`src/dlg_pkg.sv`:
```
// shared constants and types for the debug/led pin sharing gate
package dlg_pkg;
   // link clock edge count that completes an attach and enters the halted session
   localparam logic [3:0] DLG_ATTACH_EDGES = 4'h8;
   // idle time of the link clock line in us, counted in 10 MHz clk cycles, before a detach is taken
   localparam int DLG_IDLE_US = 200;
   localparam int DLG_CLK_MHZ = 10;
   localparam logic [11:0] DLG_IDLE_CYC = 12'(DLG_IDLE_US * DLG_CLK_MHZ);
   localparam logic DLG_SESSION_RST = 1'b0;
   localparam logic DLG_HALT_RST = 1'b0;

   typedef enum logic [1:0] {DLG_FREE, DLG_ATTACH, DLG_HALTED} dlg_state_t;

   // pin drive bundle: level and output enable
   typedef struct packed {
      logic out;
      logic oe;
   } dlg_drive_t;
endpackage

```
`src/dlg_gate.sv`:
```
// shared pin gate for the led current driver and the debug link clock
`timescale 1ns/1ps
// Notes on behaviour
// - led driver and link clock share one pin
// - connected session keeps led driver off
// - attach only while led driver inactive
// - detach releases halt and led block together (here led_drive_on can return only one clk after halt_stall clears)
// - pin toggling in session is link only
// - shutdown wakeup resets registers, full boot
// - power-on reset turns led driver off
// - halt stalls peripherals and user software
// - link: host clock, bidirectional data
module dlg_gate
   import dlg_pkg::*;
(
   // clock and reset
   input wire logic clk,
   input wire logic rst,
   input wire logic wake_rst,
   // application side
   input wire logic app_led_on,
   output logic led_drive_on,
   // debug session control from the link engine
   input wire logic dbg_detach_req,
   input wire logic dbg_dev_reset,
   output logic halt_stall,
   output logic session_active,
   output logic boot_start,
   // shared pin five: link clock in, led sink out
   input wire logic pin5_in,
   output logic pin5_out,
   output logic pin5_oe,
   // data pin four
   input wire logic pin4_in,
   output logic pin4_out,
   output logic pin4_oe,
   input wire logic link_data_out,
   input wire logic link_data_oe,
   output logic link_data_in,
   output logic link_clk_rise
);
   //------------------------------------------------------------
   // synchronisers
   //------------------------------------------------------------
   logic c_s1_r, c_s2_r, c_s3_r, d_s1_r, d_s2_r;
   always_ff @(posedge clk)
   begin
      c_s1_r <= pin5_in;
      c_s2_r <= c_s1_r;
      c_s3_r <= c_s2_r;
      d_s1_r <= pin4_in;
      d_s2_r <= d_s1_r;
   end
   wire logic rise_w = c_s2_r & ~c_s3_r;
   wire logic any_reset_w = rst | wake_rst | dbg_dev_reset;

   //------------------------------------------------------------
   // session state
   //------------------------------------------------------------
   dlg_state_t st_r, st_nxt;
   logic [3:0] edges_r, edges_nxt;
   logic [11:0] idle_r, idle_nxt;
   logic led_r;
   // attach is only allowed while the led driver is not sinking
   wire logic led_idle_w = ~led_r;
   wire logic idle_done_w = (idle_r == DLG_IDLE_CYC);
   wire logic detach_w = (st_r == DLG_HALTED) & (dbg_detach_req | idle_done_w);

   always_comb
   begin
      st_nxt = st_r;
      edges_nxt = edges_r;
      idle_nxt = rise_w ? 12'h000 : (idle_done_w ? idle_r : idle_r + 12'h001);
      unique case (st_r)
         DLG_FREE:
         begin
            edges_nxt = 4'h0;
            if (rise_w && led_idle_w)
            begin
               st_nxt = DLG_ATTACH;
               edges_nxt = 4'h1;
            end
         end
         DLG_ATTACH:
         begin
            if (!led_idle_w || idle_done_w)
               st_nxt = DLG_FREE;
            else if (rise_w)
               edges_nxt = edges_r + 4'h1;
            if (led_idle_w && edges_r == DLG_ATTACH_EDGES)
               st_nxt = DLG_HALTED;
         end
         DLG_HALTED:
            if (detach_w)
               st_nxt = DLG_FREE;
         // the unused fourth code falls back to the free state
         default:
            st_nxt = DLG_FREE;
      endcase
   end

   always_ff @(posedge clk)
   begin
      if (any_reset_w)
      begin
         st_r <= DLG_FREE;
         edges_r <= 4'h0;
         idle_r <= 12'h000;
      end
      else
      begin
         st_r <= st_nxt;
         edges_r <= edges_nxt;
         idle_r <= idle_nxt;
      end
   end

   //------------------------------------------------------------
   // led gating and halt
   //------------------------------------------------------------
   wire logic in_session_w = (st_r == DLG_HALTED);
   // led latch is cleared by any reset so a stuck-on led can be recovered
   always_ff @(posedge clk)
   begin
      if (any_reset_w)
         led_r <= 1'b0;
      else
         led_r <= app_led_on & ~in_session_w & (st_nxt != DLG_HALTED);
   end
   logic boot_r;
   always_ff @(posedge clk)
   begin
      if (rst | wake_rst | dbg_dev_reset)
         boot_r <= 1'b1;
      else
         boot_r <= 1'b0;
   end
   assign boot_start = boot_r & ~any_reset_w;
   assign session_active = in_session_w;
   assign halt_stall = in_session_w;
   assign led_drive_on = led_r;

   //------------------------------------------------------------
   // pins
   //------------------------------------------------------------
   dlg_drive_t p5_w;
   // led is a current sink: pin driven low while lit, else released
   assign p5_w.out = 1'b0;
   assign p5_w.oe = led_r & ~in_session_w;
   assign pin5_out = p5_w.out;
   assign pin5_oe = p5_w.oe;
   assign pin4_out = link_data_out;
   assign pin4_oe = link_data_oe & in_session_w;
   assign link_data_in = d_s2_r;
   assign link_clk_rise = rise_w & in_session_w;
endmodule

```
`config.mk`:
```
export PLATFORM = sky130hd
export DESIGN_NAME = dlg_gate
export DESIGN_NICKNAME = d
export VERILOG_FILES = /design/src/dlg_pkg.sv /design/src/dlg_gate.sv
export SDC_FILE = /design/constraint.sdc
export NUM_CORES = 1
export LEC_CHECK = 0
export BUFFER_PORTS_ARGS = -buffer_cell sky130_fd_sc_hd__buf_2
export CORE_ASPECT_RATIO = 0.8
export CORE_UTILIZATION = 54
export CTS_BUF_LIST = sky130_fd_sc_hd__clkbuf_16
export DETAILED_ROUTE_END_ITERATION = 10
export PLACE_DENSITY = 0.77
export SLEW_MARGIN = 20
export SYNTH_ARGS = -nofsm -noshare
export SYNTH_HDL_FRONTEND = slang
export SYNTH_SLANG_ARGS = --single-unit
```
`constraint.sdc`:
```
create_clock -name clk -period 2.53 [get_ports clk]
set_input_delay 0.506 -clock clk [delete_from_list [all_inputs] [get_ports clk]]
set_output_delay 0.506 -clock clk [all_outputs]
set_load 0.01 [all_outputs]
```
**Word-level counts from Yosys, hierarchy flattened**

Index checks and enable logic that the tools add are counted.

- Flip-flop bits (word level): 25
- Input port bits: 10
- Output and inout bits: 10
- Logic and storage cells: 51

- $add $sub $neg: 2
- Equality and inequality tests: 7
- Multiplexer cells: 10
- Bitwise operators: 15
- Reductions and logical operators: 7

Operator list:

| kind | count |
|---|---|
| 12-bit by 1-bit adder with 12-bit output, second input constant | 1 |
| 12-bit by 11-bit equality test with 1-bit output, second input constant | 1 |
| 1-bit AND | 8 |
| 2-bit two-way mux | 4 |
| 4-bit two-way mux | 2 |
| 4-bit case mux with 2 select lines | 1 |
| 2-bit != test, second input constant | 3 |
| 2-bit case mux with 3 select lines | 1 |
| 4-bit by 1-bit adder with 4-bit output, second input constant | 1 |
| 4-bit equality test, second input constant | 1 |
| 1-bit inverter | 4 |
| 1-bit OR | 3 |
| 3-bit AND reduction | 1 |
| 2-bit by 1-bit equality test with 1-bit output, second input constant | 1 |
| 2-bit equality test, second input constant | 1 |
| 1-bit logical AND | 2 |
| 2-bit logical NOT | 1 |
| 1-bit two-way mux | 2 |
| 2-bit nonzero test | 1 |
| 2-bit OR reduction | 1 |
| 1-bit logical OR | 1 |

**Longest topological paths before layout**

- Depth in word-level cells: 7
- Gate-level depth with buffers: 6
- Gate-level depth less buffers: 6

**Worst setup path before layout**

Ideal clock, no wire load.

- Kind: reg-to-reg
- From: register idle_r[4]
- To: register edges_r[0]
- Library setup time: 0.122 ns
- Arrival: 1.626 ns
- Required time: 2.408 ns
- Setup slack: 0.782 ns
- Cell stages (with the launch flop): 5
- Path buffers: 0
- Period minus slack after synthesis: 1.748 ns
- Cell sequence: dfxtp_1 -> or4b_4 -> or4_4 -> a221oi_2 -> a21oi_1

- Longest elaborated chain between the ends: 4

RTL lines:

| item | line | RTL |
|---|---|---|
| start: declaration | dlg_gate.sv:62 | `logic [11:0] idle_r, idle_nxt;` |
| start signal: assignment | dlg_gate.sv:114 | `idle_r <= idle_nxt;` |
| 12-bit by 11-bit equality test with 1-bit output | dlg_gate.sv:66 | `wire logic idle_done_w = (idle_r == DLG_IDLE_CYC);` |
| 1-bit logical OR | dlg_gate.sv:86 | `if (!led_idle_w \|\| idle_done_w)` |
| 2-bit != test (no line) | - |  |
| 3-bit AND reduction (no line) | - |  |
| end signal: assignment | dlg_gate.sv:113 | `edges_r <= edges_nxt;` |
| end: declaration | dlg_gate.sv:61 | `logic [3:0] edges_r, edges_nxt;` |

No other way between the ends.
A chain may end at the register's enable or synchronous reset.

**Worst setup path in the final report**

- From: register st_r[1]
- To: output pin4_oe

- Longest elaborated chain between the ends: 2

RTL lines:

| item | line | RTL |
|---|---|---|
| start: declaration | dlg_gate.sv:60 | `dlg_state_t st_r, st_nxt;` |
| start signal: assignment | dlg_gate.sv:112 | `st_r <= st_nxt;` |
| 2-bit equality test | dlg_gate.sv:121 | `wire logic in_session_w = (st_r == DLG_HALTED);` |
| 1-bit AND | dlg_gate.sv:153 | `assign pin4_oe = link_data_oe & in_session_w;` |
| end: declaration | dlg_gate.sv:36 | `output logic pin4_oe,` |

No other way between the ends.

==> results.md <==
* Outcome: finished, final reports clean
* Ratio of cells with drive above 1 in the final layout at 0.179
* Max-cap violations at 0
* Die Width at 53.9 um
* Post-DP HPWL at 1610 um
* Peak Freq at 536 MHz
* CP max stage cell: dfxtp_1
* Post-cts resize count at 0
* Top cell type's share of synthesized area at 0.430
* Vias in the first global route at 843
* Reg clk slew, reported paths at 0.06 ns
* Unrepaired setup endpoints after global routing: false
* Crit path DAT at 1.36 ns
* #FFs+latches synth at 25
* Cell taking the most area after synthesis: dfxtp_1
* First-pass GRT wire length at 3630 um
* Clock H-tree levels at 1
* Setup TNS at 0 ns
* Core Area at 1960 um2
* Largest net degree at the start of global routing at 15
* Post-Layout Cell Count at 169
* Crit path launch: st_r[1]$_SDFF_PP0_
* Worst slew pin tran at 0.503 ns
* CP Capture Type: output port
* TritonCTS clock tree: built
* Req. time, crit path at 2.02 ns
* Routed vias at 940
* Initial core utilization at 0.594
* Die H at 43.5 um
* Final hold slack at 0.329 ns
* Leakage at 0.499 nW
* Vias per cell at 5.56
* Number of buffers added on ports at 16
* Total power at 781 uW
* Die area at 2350 um2
* Critical path class: reg2out
* PwrDens at 588 nW/um2
* Finished Cell Area at 1330 um2
* Top cells by area, synth: dfxtp_1, ha_1, nor2_1
* Final Core Density at 0.677
* Max FO, Critical Path at 11
* Period Utilization, post-route at 0.738
* Final net count at 160
* Congestion Overflow GR at 0
* Clk_lat worst skew at 0.26 ns
* Drt wl/cell at 13.3 um
* Yosys warns at 0
* Number of diodes at 0
* Rows at 14
* CTS Hold Bufs at 0
* Post-Synthesis Cells at 130
* Residual DRC at 0
* Final WS setup at 0.663 ns
* Max Clock Skew at 0.00265 ns
* Synthesized area at 1160 um2
* Worst r2r src: idle_r[4]$_SDFFE_PP0N_
* Io pins at 20
* Setup WS pre-CTS at 0.697 ns
* Sequential cell area fraction in the yosys report at 0.430
* Layout overhead on the synthesized area at 14.1%
* Drt first pass iters at 4
* Worst vdd ir at 0.000708 V
* Dpl cell area at 1250 um2
* Worst setup SP type: flop
* Yosys cell types at 32
* Final setup viols at 0
* Syn avg cell area at 8.96 um2
* Max Slew Vio Count at 0
* Final hold vios at 0
* Antenna viol nets, final at 0
* Critical Path Max Stage Delay at 0.57 ns
* Num CTS Buffers at 3
* Final Critical Period at 1.87 ns
* Initial antenna violation count at 0
* Routability Congestion at 0.809
* Hold/Removal Path Class: reg2reg
* Drt total wl at 2240 um
* Hold_sp: c_s1_r$_DFF_P_
* Total Routing Usage GR at 0.217
* Rel. slew slack at 0.661
* Root Driver: clkbuf_16
* Clock Path Buffers at 2
* Clock sink total at 25
* Placed insts at 165
* Syn nets at 144
* Worst path cell trace: nand2b_1, inv_1, and2_1, buf_2
* Setup bufs post-CTS at 0
* First-iteration detailed-routing DRC count at 29
==> area by class of cell <==
type / count / area (um2)
Multi-Input combinational cell: 92 / 604
Clock inverter: 1 / 5.00
Fill cell: 155 / 633
Clock buffer: 3 / 75.1
Inverter: 7 / 26.3
Tap cell: 24 / 30.0
Sequential cell: 25 / 500
Timing Repair Buffer: 17 / 87.6
==> sequential cells by signal, summed over array words and instances (netlist names) <==
signal / cells
c_s3_r: 1
boot_r: 1
st_r: 2
edges_r: 4
c_s2_r: 1
d_s1_r: 1
led_drive_on: 1
idle_r: 12
c_s1_r: 1
link_data_in: 1
==> Yosys cell counts (all sizes together) <==
cell type  number
a211oi          2
o21ai           2
conb            1
nand4           4
nor3b           1
nand3b          3
clkbuf          3
nor4            4
o41ai           1
nor2           12
xnor2           3
and4            2
and3            1
or4b            1
and2            3
nand2b          5
dfxtp          25
ha              4
xor2            5
a221oi          1
a21oi           7
mux2i           2
nand2           8
buf             3
nor2b           1
nor4bb          1
nand3           8
nor3            3
or4             1
inv             7
or3             6
==> logic make-up (layout without fill, tap and decap cells) <==
| kind of cell | Yosys count | count (layout) | share of synthesized area |
|---|---|---|---|
| simple gates | 64 | 64 | 0.317 |
| flops | 25 | 25 | 0.430 |
| compound gates | 13 | 13 | 0.0784 |
| buf+inv | 13 | 28 | 0.0516 |
| xor+xnor | 8 | 8 | 0.0602 |
| fa+ha+maj | 4 | 4 | 0.0430 |
| mux | 2 | 2 | 0.0172 |
| other cells | 1 | 1 | 0.00322 |
==> metal layers <==
layer  up-vias  track usage  wire [um]  share of wire
met4         0       0.0474         13         0.0058
met3         2       0.0772        147          0.066
met1       419        0.319       1150           0.51
met5         -            0          0              0
li1        480            -          -              -
met2        39        0.304        929           0.41
==> report_power, final <==
part / internal, mW / switching [mW] / leakage [nW]
clock network: 0.213 / 0.132 / 0.0409
registers: 0.400 / 0.00558 / 0.204
logic: 0.0137 / 0.0164 / 0.255
==> final timing paths <==
| check | to | slack [ns] | depth (start not counted) |
|---|---|---|---|
| hold reg to reg | c_s2_r$_DFF_P_ | 0.33 | 0 |
| setup / recovery | pin4_oe | 0.66 | 4 |
| setup reg to reg | edges_r[0]$_SDFFE_PP0P_ | 0.68 | 4 |
| hold / removal | c_s2_r$_DFF_P_ | 0.33 | 0 |
==> cells in the final DEF, fill, tap and decap left out, types with 4 or more instances in the layout <==
cell      netlist  routed
ha_1            4       4
nand4_1         4       4
a21oi_1         7       7
inv_1           7       7
dfxtp_1        25      25
xor2_1          5       5
nor2_1         12      12
nand2_1         8       8
nand3_1         8       8
buf_2           0      16
or3_1           6       6
nand2b_1        5       5
==> worst max-delay path, delay by kind of cell, from the launching register on <==
kind | cells | cell delay (ns)
AND/OR/NAND/NOR | 2 | 0.31
buffers and inverters | 2 | 0.23
flip-flops | 1 | 0.57
Power figures use the tool's default switching activity.
